### src/hw/clk_ctrl_pkg.sv
// constants, field layout and helpers for the clock source and output select block
//
// Behaviour
// - five sources: fast external, 16 MHz RC, 48 MHz RC, 32.768 kHz external, 32 kHz RC
// - pll reference is either fast external oscillator or 16 MHz RC, nothing else
// - fast bypass bit takes clock straight from input pin, output pin left unused
// - slow external oscillator bypass bit in backup control register drives input pin directly
// - output a select: 00 fast RC, 01 slow crystal, 10 fast crystal, 11 pll p
// - output b select: 00 system clock, 01 audio pll r, 10 fast crystal, 11 pll p
// - clock output path samples sources on the bus clock; sources above half the bus clock alias
// - rtc on slow RC halts without main power, resumes from retained count
// - slow crystal drive strength set by software, including a high start-up setting
// - maximum system clock is 168, 200 or 240 MHz depending on variant
package clk_ctrl_pkg;

  localparam int ADDR_W = 8;
  localparam int DATA_W = 32;

  // register byte offsets
  localparam logic [ADDR_W-1:0] OFS_CLOCK_CTRL = 8'h00;
  localparam logic [ADDR_W-1:0] OFS_CLOCK_CONFIG = 8'h04;
  localparam logic [ADDR_W-1:0] OFS_BACKUP_CTRL = 8'h08;
  localparam logic [ADDR_W-1:0] OFS_CAPS = 8'h0c;
  localparam logic [ADDR_W-1:0] OFS_RTC_COUNT = 8'h10;
  localparam logic [ADDR_W-1:0] OFS_STATUS = 8'h14;

  // clock_ctrl_reg fields
  localparam int CTRL_HS_EN = 0;
  localparam int CTRL_FAST_EN = 1;
  localparam int CTRL_USB_EN = 2;
  localparam int CTRL_HS_BYPASS = 3;
  localparam logic [3:0] CTRL_RESET = 4'h2;

  // clock_config_reg fields
  localparam int CFG_PLL_REF = 0;
  localparam int CFG_A_SEL_LO = 2;
  localparam int CFG_B_SEL_LO = 4;
  localparam int CFG_A_AF = 6;
  localparam int CFG_B_AF = 7;
  localparam logic [7:0] CFG_RESET = 8'h00;

  // backup_clock_ctrl_reg fields
  localparam int BK_LS_EN = 0;
  localparam int BK_LS_BYPASS = 1;
  localparam int BK_DRIVE_LO = 2;
  localparam int BK_RTC_SRC_LO = 4;
  localparam int BK_SLOW_EN = 6;
  localparam logic [6:0] BK_RESET = 7'h00;

  // status register fields
  localparam int ST_READY_LO = 0;
  localparam int ST_POWER = 5;
  localparam int ST_HALTED = 6;

  // pll reference codes
  localparam logic PLL_REF_FAST_RC = 1'b0;
  localparam logic PLL_REF_HS_EXT = 1'b1;

  // output a codes
  localparam logic [1:0] A_SEL_FAST_RC = 2'h0;
  localparam logic [1:0] A_SEL_LS_EXT = 2'h1;
  localparam logic [1:0] A_SEL_HS_EXT = 2'h2;
  localparam logic [1:0] A_SEL_PLL_P = 2'h3;

  // output b codes
  localparam logic [1:0] B_SEL_SYS = 2'h0;
  localparam logic [1:0] B_SEL_AUDIO_R = 2'h1;
  localparam logic [1:0] B_SEL_HS_EXT = 2'h2;
  localparam logic [1:0] B_SEL_PLL_P = 2'h3;

  // rtc source codes
  localparam logic [1:0] RTC_SRC_NONE = 2'h0;
  localparam logic [1:0] RTC_SRC_LS_EXT = 2'h1;
  localparam logic [1:0] RTC_SRC_SLOW_RC = 2'h2;

  // slow crystal drive codes, highest helps start-up
  localparam logic [1:0] DRIVE_LOW = 2'h0;
  localparam logic [1:0] DRIVE_HIGH = 2'h3;

  // clock output range in kHz
  localparam int CLKOUT_MIN_KHZ = 32;
  localparam int CLKOUT_MAX_KHZ = 200000;

  // variant maximum system clock in MHz
  localparam logic [7:0] SYSCLK_MHZ_V0 = 8'ha8;
  localparam logic [7:0] SYSCLK_MHZ_V1 = 8'hc8;
  localparam logic [7:0] SYSCLK_MHZ_V2 = 8'hf0;

  localparam logic [1:0] RESP_OKAY = 2'h0;
  localparam logic [1:0] RESP_SLVERR = 2'h2;

  function automatic logic [7:0] max_sysclk_mhz(input logic [1:0] variant);
    case (variant)
      2'h0: max_sysclk_mhz = SYSCLK_MHZ_V0;
      2'h1: max_sysclk_mhz = SYSCLK_MHZ_V1;
      default: max_sysclk_mhz = SYSCLK_MHZ_V2;
    endcase
  endfunction : max_sysclk_mhz

  // byte-lane merge of a write into a stored word
  function automatic logic [DATA_W-1:0] merge_strb(input logic [DATA_W-1:0] old_v,
                                                   input logic [DATA_W-1:0] new_v,
                                                   input logic [DATA_W/8-1:0] strb);
    merge_strb = old_v;
    for (int i = 0; i < DATA_W / 8; i++) begin
      if (strb[i]) begin
        merge_strb[i*8 +: 8] = new_v[i*8 +: 8];
      end
    end
  endfunction : merge_strb

endpackage : clk_ctrl_pkg

### src/hw/clkout_if.sv
// carrier between the controller and one clock output multiplexer
`timescale 1ns/100ps
interface clkout_if;
  logic [1:0] sel;
  logic pin_en;
  logic [3:0] src;
  logic pin_out;
  modport mux (input sel, input pin_en, input src, output pin_out);
  modport ctrl (output sel, output pin_en, output src, input pin_out);
endinterface : clkout_if

### src/hw/level_sync.sv
// two-flop synchroniser for a group of asynchronous levels
`timescale 1ns/100ps
module level_sync #(
  parameter int WIDTH = 1
) (
  // clock and reset
  input wire logic aclk,
  input wire logic aresetn,
  input wire logic ce,
  // levels
  input wire logic [WIDTH-1:0] d,
  output logic [WIDTH-1:0] q
);
  logic [WIDTH-1:0] meta;

  always_ff @(posedge aclk) begin
    if (!aresetn) begin
      meta <= '0;
      q <= '0;
    end else if (ce) begin
      meta <= d;
      q <= meta;
    end
  end
endmodule : level_sync

### src/hw/clkout_mux.sv
// registered four-way clock output multiplexer with pin gate
`timescale 1ns/100ps
module clkout_mux (
  // clock and reset
  input wire logic aclk,
  input wire logic aresetn,
  input wire logic ce,
  // selection and sources
  clkout_if.mux port
);
  always_ff @(posedge aclk) begin
    if (!aresetn) begin
      port.pin_out <= 1'b0;
    end else if (ce) begin
      // pin stays low unless in alternate function mode
      port.pin_out <= port.pin_en & port.src[port.sel];
    end
  end
endmodule : clkout_mux

### src/hw/clock_source_and_output_select.sv
// clock source control, clock output selection and rtc count behind an axi4-lite slave
//
// Added by the designer: the placing of the registers and register access over AXI4-Lite.
`timescale 1ns/100ps
module clock_source_and_output_select
  import clk_ctrl_pkg::*;
#(
  parameter logic [1:0] VARIANT = 2'h0,
  parameter int RTC_W = 32
) (
  // clock, reset, enable
  input wire logic aclk,
  input wire logic aresetn,
  input wire logic ce,
  // axi4-lite write address and data
  input wire logic [ADDR_W-1:0] awaddr,
  input wire logic awvalid,
  output logic awready,
  input wire logic [DATA_W-1:0] wdata,
  input wire logic [DATA_W/8-1:0] wstrb,
  input wire logic wvalid,
  output logic wready,
  // axi4-lite write response
  output logic [1:0] bresp,
  output logic bvalid,
  input wire logic bready,
  // axi4-lite read
  input wire logic [ADDR_W-1:0] araddr,
  input wire logic arvalid,
  output logic arready,
  output logic [DATA_W-1:0] rdata,
  output logic [1:0] rresp,
  output logic rvalid,
  input wire logic rready,
  // oscillator pins and internal clocks, all asynchronous
  input wire logic hs_osc_input_pin,
  input wire logic ls_osc_input_pin,
  input wire logic rc_osc_fast,
  input wire logic rc_osc_usb_rate,
  input wire logic rc_osc_slow,
  input wire logic pll_p_output,
  input wire logic audio_pll_r_output,
  input wire logic system_clock,
  // oscillator ready levels: hs, fast rc, usb rc, ls, slow rc
  input wire logic [4:0] osc_ready,
  input wire logic main_power_good,
  // oscillator controls
  output logic [4:0] osc_enable,
  output logic hs_osc_output_pin_drive,
  output logic ls_osc_output_pin_drive,
  output logic [1:0] ls_drive_strength,
  output logic pll_ref_select,
  output logic hs_clock_from_pin,
  output logic ls_clock_from_pin,
  // clock output pins
  output logic clkout_a_pin_signal,
  output logic clkout_b_pin_signal
);

  ////////////////////////////////////////////////////////////////////////////////
  // synchronised inputs

  localparam int NSYNC = 14;
  logic [NSYNC-1:0] sync_q;
  logic hs_s, ls_s, fast_s, usb_s, slow_s, pllp_s, audio_s, sys_s, power_s;
  logic [4:0] ready_s;

  level_sync #(.WIDTH(NSYNC)) u_sync (
    .aclk(aclk),
    .aresetn(aresetn),
    .ce(ce),
    .d({main_power_good, osc_ready, system_clock, audio_pll_r_output, pll_p_output,
        rc_osc_slow, rc_osc_usb_rate, rc_osc_fast, ls_osc_input_pin, hs_osc_input_pin}),
    .q(sync_q)
  );

  assign {power_s, ready_s, sys_s, audio_s, pllp_s, slow_s, usb_s, fast_s, ls_s, hs_s} = sync_q;

  ////////////////////////////////////////////////////////////////////////////////
  // registers

  logic [3:0] clock_ctrl_reg;
  logic [7:0] clock_config_reg;
  logic [6:0] backup_clock_ctrl_reg;
  logic [RTC_W-1:0] rtc_count;
  logic rtc_halted;

  ////////////////////////////////////////////////////////////////////////////////
  // axi4-lite write path

  logic aw_held, w_held;
  logic [ADDR_W-1:0] aw_addr;
  logic [DATA_W-1:0] w_data;
  logic [DATA_W/8-1:0] w_strb;
  logic aw_take, w_take, do_write;
  logic next_aw_held, next_w_held, next_bvalid;

  assign aw_take = awvalid & awready;
  assign w_take = wvalid & wready;
  assign do_write = aw_held & w_held & ~bvalid;

  always_comb begin
    next_aw_held = aw_take | (aw_held & ~do_write);
    next_w_held = w_take | (w_held & ~do_write);
    next_bvalid = do_write | (bvalid & ~bready);
  end

  always_ff @(posedge aclk) begin
    if (!aresetn) begin
      aw_held <= 1'b0;
      w_held <= 1'b0;
      awready <= 1'b0;
      wready <= 1'b0;
      bvalid <= 1'b0;
      bresp <= RESP_OKAY;
      aw_addr <= '0;
      w_data <= '0;
      w_strb <= '0;
    end else if (ce) begin
      aw_held <= next_aw_held;
      w_held <= next_w_held;
      // one write at a time: no new address or data until the response is taken
      awready <= ~next_aw_held & ~next_bvalid;
      wready <= ~next_w_held & ~next_bvalid;
      bvalid <= next_bvalid;
      if (aw_take) begin
        aw_addr <= awaddr;
      end
      if (w_take) begin
        w_data <= wdata;
        w_strb <= wstrb;
      end
      if (do_write) begin
        bresp <= write_ok(aw_addr) ? RESP_OKAY : RESP_SLVERR;
      end
    end
  end

  function automatic logic write_ok(input logic [ADDR_W-1:0] a);
    case (a)
      OFS_CLOCK_CTRL, OFS_CLOCK_CONFIG, OFS_BACKUP_CTRL, OFS_RTC_COUNT, OFS_STATUS: write_ok = 1'b1;
      default: write_ok = 1'b0;
    endcase
  endfunction : write_ok

  function automatic logic hit(input logic [ADDR_W-1:0] ofs);
    hit = do_write && aw_addr == ofs;
  endfunction : hit

  ////////////////////////////////////////////////////////////////////////////////
  // control registers

  logic [DATA_W-1:0] ctrl_w, cfg_w, bk_w, rtc_w, st_w;

  always_comb begin
    ctrl_w = merge_strb(DATA_W'(clock_ctrl_reg), w_data, w_strb);
    cfg_w = merge_strb(DATA_W'(clock_config_reg), w_data, w_strb);
    bk_w = merge_strb(DATA_W'(backup_clock_ctrl_reg), w_data, w_strb);
    rtc_w = merge_strb(DATA_W'(rtc_count), w_data, w_strb);
    st_w = w_data & {{(DATA_W-8){1'b0}}, w_strb[0] ? 8'hff : 8'h00};
  end

  always_ff @(posedge aclk) begin
    if (!aresetn) begin
      clock_ctrl_reg <= CTRL_RESET;
    end else if (ce && hit(OFS_CLOCK_CTRL)) begin
      clock_ctrl_reg <= ctrl_w[3:0];
    end
  end

  always_ff @(posedge aclk) begin
    if (!aresetn) begin
      clock_config_reg <= CFG_RESET;
    end else if (ce && hit(OFS_CLOCK_CONFIG)) begin
      clock_config_reg <= cfg_w[7:0];
    end
  end

  always_ff @(posedge aclk) begin
    if (!aresetn) begin
      backup_clock_ctrl_reg <= BK_RESET;
    end else if (ce && hit(OFS_BACKUP_CTRL)) begin
      backup_clock_ctrl_reg <= bk_w[6:0];
    end
  end

  ////////////////////////////////////////////////////////////////////////////////
  // oscillator control outputs

  always_ff @(posedge aclk) begin
    if (!aresetn) begin
      osc_enable <= '0;
      hs_osc_output_pin_drive <= 1'b0;
      ls_osc_output_pin_drive <= 1'b0;
      hs_clock_from_pin <= 1'b0;
      ls_clock_from_pin <= 1'b0;
      ls_drive_strength <= DRIVE_LOW;
      pll_ref_select <= PLL_REF_FAST_RC;
    end else if (ce) begin
      osc_enable <= {backup_clock_ctrl_reg[BK_SLOW_EN], backup_clock_ctrl_reg[BK_LS_EN],
                     clock_ctrl_reg[CTRL_USB_EN], clock_ctrl_reg[CTRL_FAST_EN],
                     clock_ctrl_reg[CTRL_HS_EN]};
      // in bypass the crystal amplifier is off and the output pin floats
      hs_osc_output_pin_drive <= clock_ctrl_reg[CTRL_HS_EN] & ~clock_ctrl_reg[CTRL_HS_BYPASS];
      hs_clock_from_pin <= clock_ctrl_reg[CTRL_HS_BYPASS];
      ls_osc_output_pin_drive <= backup_clock_ctrl_reg[BK_LS_EN] &
                                 ~backup_clock_ctrl_reg[BK_LS_BYPASS];
      ls_clock_from_pin <= backup_clock_ctrl_reg[BK_LS_BYPASS];
      ls_drive_strength <= backup_clock_ctrl_reg[BK_DRIVE_LO +: 2];
      // single bit: only the two legal references can be chosen
      pll_ref_select <= clock_config_reg[CFG_PLL_REF];
    end
  end

  ////////////////////////////////////////////////////////////////////////////////
  // clock outputs

  // sampled path: sources above half the bus clock alias here; each output pin is registered on the bus clock
  clkout_if a_if ();
  clkout_if b_if ();

  assign a_if.sel = clock_config_reg[CFG_A_SEL_LO +: 2];
  assign a_if.pin_en = clock_config_reg[CFG_A_AF];
  assign a_if.src = {pllp_s, hs_s, ls_s, fast_s};
  assign b_if.sel = clock_config_reg[CFG_B_SEL_LO +: 2];
  assign b_if.pin_en = clock_config_reg[CFG_B_AF];
  assign b_if.src = {pllp_s, hs_s, audio_s, sys_s};

  clkout_mux u_mux_a (
    .aclk(aclk),
    .aresetn(aresetn),
    .ce(ce),
    .port(a_if.mux)
  );

  clkout_mux u_mux_b (
    .aclk(aclk),
    .aresetn(aresetn),
    .ce(ce),
    .port(b_if.mux)
  );

  assign clkout_a_pin_signal = a_if.pin_out;
  assign clkout_b_pin_signal = b_if.pin_out;

  ////////////////////////////////////////////////////////////////////////////////
  // rtc counter

  logic ls_prev, slow_prev, ls_tick, slow_tick, rtc_tick, rtc_stall;
  logic [1:0] rtc_src;

  assign rtc_src = backup_clock_ctrl_reg[BK_RTC_SRC_LO +: 2];
  assign ls_tick = ls_s & ~ls_prev;
  assign slow_tick = slow_s & ~slow_prev;

  always_comb begin
    rtc_tick = 1'b0;
    rtc_stall = 1'b0;
    case (rtc_src)
      RTC_SRC_LS_EXT: rtc_tick = ls_tick;
      RTC_SRC_SLOW_RC: begin
        // slow rc stops with main power; count is held, not cleared
        rtc_tick = slow_tick & power_s;
        rtc_stall = slow_tick & ~power_s;
      end
      default: rtc_tick = 1'b0;
    endcase
  end

  always_ff @(posedge aclk) begin
    if (!aresetn) begin
      ls_prev <= 1'b0;
      slow_prev <= 1'b0;
    end else if (ce) begin
      ls_prev <= ls_s;
      slow_prev <= slow_s;
    end
  end

  always_ff @(posedge aclk) begin
    if (!aresetn) begin
      rtc_count <= '0;
    end else if (ce) begin
      if (hit(OFS_RTC_COUNT)) begin
        rtc_count <= rtc_w[RTC_W-1:0];
      end else if (rtc_tick) begin
        rtc_count <= rtc_count + RTC_W'(1);
      end
    end
  end

  // sticky: a stall in the clearing cycle keeps the flag set
  always_ff @(posedge aclk) begin
    if (!aresetn) begin
      rtc_halted <= 1'b0;
    end else if (ce) begin
      if (rtc_stall) begin
        rtc_halted <= 1'b1;
      end else if (hit(OFS_STATUS) && st_w[ST_HALTED]) begin
        rtc_halted <= 1'b0;
      end
    end
  end

  ////////////////////////////////////////////////////////////////////////////////
  // axi4-lite read path

  logic ar_take, next_rvalid;
  logic [DATA_W-1:0] read_word;
  logic read_ok;

  assign ar_take = arvalid & arready;
  assign next_rvalid = ar_take | (rvalid & ~rready);

  always_comb begin
    read_word = '0;
    read_ok = 1'b1;
    case (araddr)
      OFS_CLOCK_CTRL: read_word = DATA_W'(clock_ctrl_reg);
      OFS_CLOCK_CONFIG: read_word = DATA_W'(clock_config_reg);
      OFS_BACKUP_CTRL: read_word = DATA_W'(backup_clock_ctrl_reg);
      OFS_CAPS: read_word = DATA_W'(max_sysclk_mhz(VARIANT));
      OFS_RTC_COUNT: read_word = DATA_W'(rtc_count);
      OFS_STATUS: begin
        read_word[ST_READY_LO +: 5] = ready_s;
        read_word[ST_POWER] = power_s;
        read_word[ST_HALTED] = rtc_halted;
      end
      default: read_ok = 1'b0;
    endcase
  end

  always_ff @(posedge aclk) begin
    if (!aresetn) begin
      arready <= 1'b0;
      rvalid <= 1'b0;
      rdata <= '0;
      rresp <= RESP_OKAY;
    end else if (ce) begin
      arready <= ~next_rvalid;
      rvalid <= next_rvalid;
      if (ar_take) begin
        rdata <= read_word;
        rresp <= read_ok ? RESP_OKAY : RESP_SLVERR;
      end
    end
  end

endmodule : clock_source_and_output_select

### config.mk
export PLATFORM = sky130hd
export DESIGN_NAME = clock_source_and_output_select
export DESIGN_NICKNAME = d
export VERILOG_FILES = /design/src/hw/clk_ctrl_pkg.sv /design/src/hw/clkout_if.sv /design/src/hw/level_sync.sv /design/src/hw/clkout_mux.sv /design/src/hw/clock_source_and_output_select.sv
export SDC_FILE = /design/constraint.sdc
export NUM_CORES = 1
export LEC_CHECK = 0
export BUFFER_PORTS_ARGS = -buffer_cell sky130_fd_sc_hd__buf_4
export CORE_MARGIN = 1.5
export CORE_UTILIZATION = 51
export CTS_BUF_LIST = sky130_fd_sc_hd__clkbuf_4 sky130_fd_sc_hd__clkbuf_8 sky130_fd_sc_hd__clkbuf_16
export CTS_CLUSTER_SIZE = 20
export DETAILED_ROUTE_END_ITERATION = 16
export PLACE_DENSITY = 0.78
export SLEW_MARGIN = 10
export SYNTH_ARGS = -nofsm -noshare
export SYNTH_HDL_FRONTEND = slang
export SYNTH_SLANG_ARGS = --single-unit
### constraint.sdc
create_clock -name aclk -period 2.5 [get_ports aclk]
set_clock_uncertainty 0.1 [all_clocks]
set_input_delay 0 -clock aclk [delete_from_list [all_inputs] [get_ports aclk]]
set_output_delay 0 -clock aclk [all_outputs]
set_load 0.05 [all_outputs]
Yosys cells after proc, flatten, opt, wreduce, memory -nomap -nowiden
Index checks and enable logic that the tools add are counted.
- register bits: 183
- input bits: 74
- output and inout bits: 55
- word-level logic and storage cells: 140
- add/sub/neg operators: 1
- $lt $le $gt $ge: 2
- eq/ne operators: 15
- multiplexer cells: 24
- bitwise operators: 37
- reductions and logical operators: 27
- operator list (cell ; number):
    25-bit one-hot mux with 3 select lines ; 1
    32-bit two-way mux ; 2
    7-bit one-hot mux with 6 select lines ; 1
    32-bit by 1-bit adder with 32-bit output (second input constant) ; 1
    8-bit by 5-bit == test with 1-bit output (second input constant) ; 4
    8-bit two-way mux ; 4
    8-bit by 4-bit == test with 1-bit output (second input constant) ; 3
    1-bit bitwise AND ; 19
    8-bit by 3-bit == test with 1-bit output (second input constant) ; 2
    8-bit zero test ; 2
    2-bit AND reduction ; 8
    1-bit inverter ; 13
    3-bit AND reduction ; 4
    1-bit two-way mux ; 10
    1-bit logical AND ; 9
    2-bit != test (second input constant) ; 4
    7-bit bitwise AND ; 1
    7-bit two-way mux ; 1
    2-bit by 3-bit less-than comparator with 1-bit output (second input constant) ; 2
    6-bit OR reduction ; 1
    5-bit OR reduction ; 1
    1-bit binary-select mux with 2-bit select ; 2
    2-bit two-way mux ; 2
    1-bit OR ; 4
    4 further kinds ; 5

Logic depth before layout (Yosys ltp)
Gate-level depths: netlist (run 1).
- word-level depth: 7
- gate-level depth with buffers: 8

Modules after synthesis
Synthesis (run 1) repeated with hierarchy kept, for this count alone.
- cells, all modules: 963
- area, all modules: 8187.9 sq um
- by module, submodules not included (module ; times used ; cells an instance ; area each (sq um)):
    clock_source_and_output_select ; 1 ; 866 ; 6990.5
    level_sync ; 1 ; 89 ; 1074.8
    clkout_mux ; 2 ; 4 ; 61.3

Worst setup path before layout (run 1)
OpenSTA, ideal clock, no wires.
- path type: register -> register
- from: reg backup_clock_ctrl_reg[4]
- to: reg rtc_count[29]
- library setup time: 74 ps
- arrival time: 2131 ps
- data required time: 2326 ps
- slack: 194 ps
- cell stages (with the launch flop): 9
- buffers on the path: 1
- path through: dfxtp_1 -> inv_1 -> ha_1 -> nor4bb_1 -> o2bb2ai_1 -> a21oi_1 -> buf_4 -> or4_1 -> a31oi_1
- word-level cells in the longest chain between the ends: 4
- elaborated cells between the ends (all ways): 5
- those cells by class: 2 x eq/ne; 1 x mux; 2 x reduce/logical
- ends and longest elaborated chain (element ; RTL line ; RTL):
    start, declared ; clock_source_and_output_select.sv:84 ; logic [6:0] backup_clock_ctrl_reg;
    start signal, assigned ; clock_source_and_output_select.sv:183 ; backup_clock_ctrl_reg <= bk_w[6:0];
    2-bit == test or 2-bit by 1-bit == test with 1-bit output (tied branches) ; clock_source_and_output_select.sv:259 ; case (rtc_src)
    1-bit one-hot mux with 2 select lines * ; clock_source_and_output_select.sv:259 ;
    2-bit nonzero test (no source line) * ; - ;
    3-bit AND reduction (no source line) * ; - ;
    end signal, assigned ; clock_source_and_output_select.sv:285 ; rtc_count <= rtc_w[RTC_W-1:0];
    end signal, assigned ; clock_source_and_output_select.sv:287 ; rtc_count <= rtc_count + RTC_W'(1);
    end, declared ; clock_source_and_output_select.sv:85 ; logic [RTC_W-1:0] rtc_count;
Mark *: on every way between the ends. The rest lies on a longest branch, timed or not.
A chain may end at the register's enable or synchronous reset.

Final worst setup path (run 1)
- from: reg backup_clock_ctrl_reg[5]
- to: reg rtc_count[12]
Same word-level chain as after synthesis.

==> flow_summary.yaml, run 1 <==
synth:
  synth_edf_count: 0
  synth-seq-cells: 179
  synth_area_mm2: 0.00782
  synth_cells: 916
  synthArstFlopShare_pct: 0
  yosysWarnings: 0
  synthDistinctLibCells: 68
  synth-seq-area-share_pct: 45.8
  synth-main-ff-cell: "dfxtp_1"
  syn_avg_cell_area_um2: 8.53
hold_path:
  holdCritPathClass: "primary input to flop"
floorplan:
  rows: 45
  start_util_pct: 51.8
  ios: 129
  die_area_mm2: 0.0161
  core_mm2: 0.0151
  die_h_um: 127
  fp.dieW_um: 127
placed_design:
  hpwl_um: 14400
  routabilityCongestion: 0.915
  port_buffers: 125
  dpl-instance-area_mm2: 0.00903
route:
  num_vias: 7627
  first_iter_violations: 770
  ant_nets: 0
  wl_met2_um: 10200
  maxUsedRoutingLayer: "met4"
  wl_per_cell_um: 17.2
  first_pass_iters: 5
  wl_met1_um: 9950
  routed_wl_um: 22400
  post_drt_via_cell_ratio: 5.85
  drc_errors: 0
  wl_met3_um: 1810
clocking:
  root_buffer: "clkbuf_16"
  clock_sinks: 179
  cts_buffer_depth: 2
  post_cts_buffers: 0
  clk_latency_ps: 440
  clk_pin_slew_worst_paths_ps: 70
  htree_levels: 4
  cts_made_buffers: 17
  cts_tree: "built"
global_routing:
  grt_pass1_vias: 7095
  antenna_found_initial: 0
  grt_pass1_wl_um: 35700
  grt_max_degree: 85
  grt_overflow: 0
  grt_util_all_layers_pct: 27.8
timing:
  hold_violations: 0
  worst_pin_slew_ps: 560
  slew_viol_final: 0
  finalCritPeriodShare_pct: 97.2
  finalCriticalPeriod_ps: 2430
  maxSlewHeadroom_pct: 62.3
  setup_viol: 0
  whs_ps: 91.6
  rsz0062_at_grt: "yes"
  fmax_mhz: 412
layout:
  reg.largest.list: "rdata: 32 flops, rtc_count: 32 flops, w_data: 32 flops"
  diodes: 0
  areaGrowthSynthToFinish_pct: 32.1
  utilization_pct: 68.4
  final_nets: 1179
  fin_area_mm2: 0.0103
  layout-drive-gt1-share_pct: 20.3
worst_setup_path:
  arrival_ps: 2690
  start_kind: "flop"
  end_kind: "flop"
  crit_type: "flop to flop"
  path_max_fanout: 12
  cp.required_ps: 2760
power_and_ir_drop:
  p_leak_nw: 3.98
  p_total_mw: 6.14
  power_density_mw_per_mm2: 595
  ir_drop_v: 0.000510
status:
  outcome: "completed"
run:
  cap_violations: 0
==> placed cells by master, fill, tap and decap left out, drive strengths merged, types with 5 or more instances in the layout <==
cell type / instances
nor2: 125
nand4b: 5
a21oi: 84
inv: 22
o31a: 7
nand4: 17
dfxtp: 179
nand3: 21
mux2i: 64
dlygate4sd3: 68
nor3: 17
a31oi: 14
a41oi: 6
o221a: 7
nor4: 7
and3: 10
o21ai: 20
nand2: 137
and2: 10
or3: 5
o32ai: 5
buf: 162
o22ai: 11
clkbuf: 17
a22oi: 35
==> cell usage after synthesis, types with 5 or more instances <==
cell | n | area share [%]
a21oi_1 | 81 | 5.2
a22oi_1 | 34 | 3.3
a31oi_1 | 14 | 1.1
a41oi_1 | 6 | 0.67
and2_1 | 9 | 0.72
and3_1 | 10 | 0.80
buf_2 | 12 | 0.77
clkbuf_1 | 45 | 2.2
dfxtp_1 | 179 | 46
inv_1 | 11 | 0.53
mux2i_1 | 64 | 8.2
nand2_1 | 136 | 6.5
nand3_1 | 20 | 1.3
nand4_1 | 17 | 1.4
nand4b_1 | 5 | 0.56
nor2_1 | 125 | 6.0
nor3_1 | 17 | 1.1
nor4_1 | 5 | 0.40
o21ai_0 | 16 | 1.0
o221a_2 | 7 | 1.0
o22ai_1 | 11 | 0.88
o31a_1 | 7 | 0.78
o32ai_1 | 5 | 0.56
or3_1 | 5 | 0.40
==> final timing paths <==
path	start	endpoint	slack (ps)	depth (start not counted)
setup / recovery	backup_clock_ctrl_reg[5]	rtc_count[12]	70	6
setup reg to reg	backup_clock_ctrl_reg[5]	rtc_count[12]	70	6
hold reg to reg	rdata[5]	rdata[5]	360	2
hold / removal	araddr[7]	rdata[3]	90	5
==> power by group <==
| group | internal, mW | total (mW) | switching [mW] |
|---|---|---|---|
| Sequential | 2.90 | 2.94 | 0.0417 |
| Clock | 1.52 | 2.76 | 1.24 |
| Combinational | 0.221 | 0.445 | 0.224 |
| Total | 4.64 | 6.14 | 1.51 |
==> layout make-up <==
| type | count | area (µm²) |
|---|---|---|
| fill | 1246 | 4760 |
| tap | 188 | 235 |
| sequential | 179 | 3580 |
| clock buffer | 17 | 425 |
| inverter | 12 | 47.5 |
| clock inverter | 15 | 181 |
| multi-input combinational | 662 | 3930 |
| timing repair buffer | 230 | 1920 |
==> routing by layer <==
metal	up-vias	global-route usage [%]
met1	3572	38.3
met3	42	5.36
li1	3664	-
met5	-	0
met4	0	10.1
met2	349	43.5
==> through the flow <==
stage	setup slack [ps]	TNS, ps	instances
4_1_cts	94.2	0	1303
6_report	70.9	0	1303
5_1_grt	-40.0	-40.0	1303
2_1_floorplan	194	0	917
3_3_place_gp	163	0	1203
3_5_place_dp	105	0	1203
==> what timing repair did <==
item	4_1_cts	5_1_grt
hold buffers	68	0
resized for setup	0	2
endpoints found under the setup margin	0	4
endpoints found under the hold margin	102	0
==> cells by family after synthesis <==
kind of cell,Yosys count,synth area share [%]
buffers and inverters,76,4.18
adders and majority gates,3,0.480
other,1,0.0480
DFF,179,45.8
AOI/OAI and AO/OA,216,18.5
and+or+nand+nor,374,22.1
muxes,67,8.92
==> worst max-delay path, stage by stage (launching register included) <==
cell       delay [ps]
dfxtp_1           410
ha_1              280
nor4bb_1          360
o2bb2ai_1         280
nand2_2           260
or4_1             520
a31oi_1           160
No activity file was read; power rests on OpenSTA's default activity.
==> inputs of run 2 (changes only) <==
- CORE_UTILIZATION: 51 -> 30
- PLACE_DENSITY: 0.78 -> 0.52
==> run 2 against run 1 <==
Effect of this change: combinational power increased by 0.9%; via count decreased by 4.8%; sequential power about the same; routed wire length increased by 7.3%; sequential share of layout area decreased by 0.67 points; maximum frequency increased by 1.5%; cell area increased by 2.0%; worst hold slack improved by 34 ps; utilization decreased by 27 points; largest cell class unchanged.
==> flow_summary.yaml, run 2 (synthesis gave the netlist of run 1 again) <==
floorplan:
  rows: 58
  ios: 129
  fp.dieW_um: 164
  core_mm2: 0.0254
  die_area_mm2: 0.0270
  start_util_pct: 30.8
  die_h_um: 164
clocking:
  clock_sinks: 179
  clk_latency_ps: 430
  cts_tree: "built"
  root_buffer: "clkbuf_16"
  clk_pin_slew_worst_paths_ps: 70
  htree_levels: 4
  post_cts_buffers: 0
  cts_made_buffers: 17
  cts_buffer_depth: 2
worst_setup_path:
  cp.required_ps: 2720
  start_kind: "flop"
  path_max_fanout: 25
  cpMaxStageDelayCell: "or4_4"
  worstPathCellList: "or3_1 -> or4_4 -> buf_4 -> nor2_1 -> a31oi_1 -> o221a_2"
  crit_type: "flop to flop"
  timing.critical_path.buf_inv: 1
  arrival_ps: 2620
  max_stage_delay_ps: 630
  path_delay_family: "simple AND/OR/NAND/NOR gates"
  end_kind: "flop"
timing:
  whs_ps: 126
  hold_violations: 0
  setup_viol: 0
  worst_pin_slew_ps: 668
  setup_tns_ps: 0
  finalCritPeriodShare_pct: 95.7
  slew_viol_final: 0
  fmax_mhz: 418
  maxSlewHeadroom_pct: 55.1
  rsz0062_at_grt: "no"
  finalCriticalPeriod_ps: 2390
route:
  post_drt_via_cell_ratio: 5.00
  wl_per_cell_um: 16.5
  routed_wl_um: 24000
  ant_nets: 0
  first_iter_violations: 681
  num_vias: 7264
  drc_errors: 0
  first_pass_iters: 5
placed_design:
  hpwl_um: 16700
  place_inst: 1352
  routabilityCongestion: 0.844
  port_buffers: 125
layout:
  diodes: 0
  final_cells: 1452
  layout-drive-gt1-share_pct: 20.7
  final_common_cell: "dfxtp_1"
  reg.largest.list: "rdata: 32 flops, rtc_count: 32 flops, w_data: 32 flops"
  mostFrequentLayoutCells: "dfxtp_1 (179), buf_4 (167), nand2_1 (136), nor2_1 (125), a21oi_1 (81)"
  areaGrowthSynthToFinish_pct: 34.7
  final_nets: 1187
  utilization_pct: 41.5
run:
  cap_violations: 0
status:
  outcome: "completed"
power_and_ir_drop:
  p_total_mw: 6.01
  power_density_mw_per_mm2: 571
  p_leak_nw: 4.01
  ir_drop_v: 0.000409
global_routing:
  antenna_found_initial: 0
  grt_pass1_vias: 6934
  grt_util_all_layers_pct: 18.1
  grt_overflow: 0
  grt_pass1_wl_um: 38300
  grt_max_degree: 81
hold_path:
  holdCritPathClass: "primary input to flop"
[run 2: layout make-up]
class	count	area, µm²
well taps	330	413
flip-flops and latches	179	3580
clock buffers	19	447
inverters	12	47.5
multi-input cells	662	3930
fillers	2592	14900
repair buffers	238	1980
clock inverters	12	121
[run 2: final timing paths]
check	startpoint	to	slack (ps)	depth (start not counted)
min reg2reg	w_strb[1]	w_strb[1]	360	2
max reg2reg	aw_addr[5]	rtc_count[22]	110	6
max	aw_addr[5]	rtc_count[22]	110	6
min	araddr[7]	rdata[7]	130	5
[run 2: worst reg2reg max path, cell delays in order (launching register included)]
cell and delay, ps:
dfxtp_1 330, or3_1 490, or4_4 630, buf_4 260, nor2_1 150, a31oi_1 50
o221a_2 270
[run 2: power breakdown]
group	switching (mW)	leakage (nW)	internal, mW	total (mW)
registers	0.0402	1.45	2.90	2.94
clock network	1.19	0.279	1.43	2.62
logic	0.228	2.28	0.221	0.449
[run 2: metal layers]
metal  vias up  routed length, µm  track usage (%)
met3        15               1020             2.91
li1       3674                  -                -
met4         0                218             4.67
met5         -                  0                0
met1      3403              12200             26.9
met2       172              10500             27.1
[run 2: what timing repair did]
item                                    4_1_cts  5_1_grt
gates resized for setup                       0        2
endpoints found under the setup margin        0        8
hold endpoints to repair                     94        0
hold buffers                                 69        0
[run 2: stage by stage]
stage	instance area (µm²)	setup WS (ps)
2_1_floorplan	7820	194
3_3_place_gp	9270	155
3_5_place_dp	9270	103
4_1_cts	10500	79.3
5_1_grt	10500	15.2
6_report	10500	107
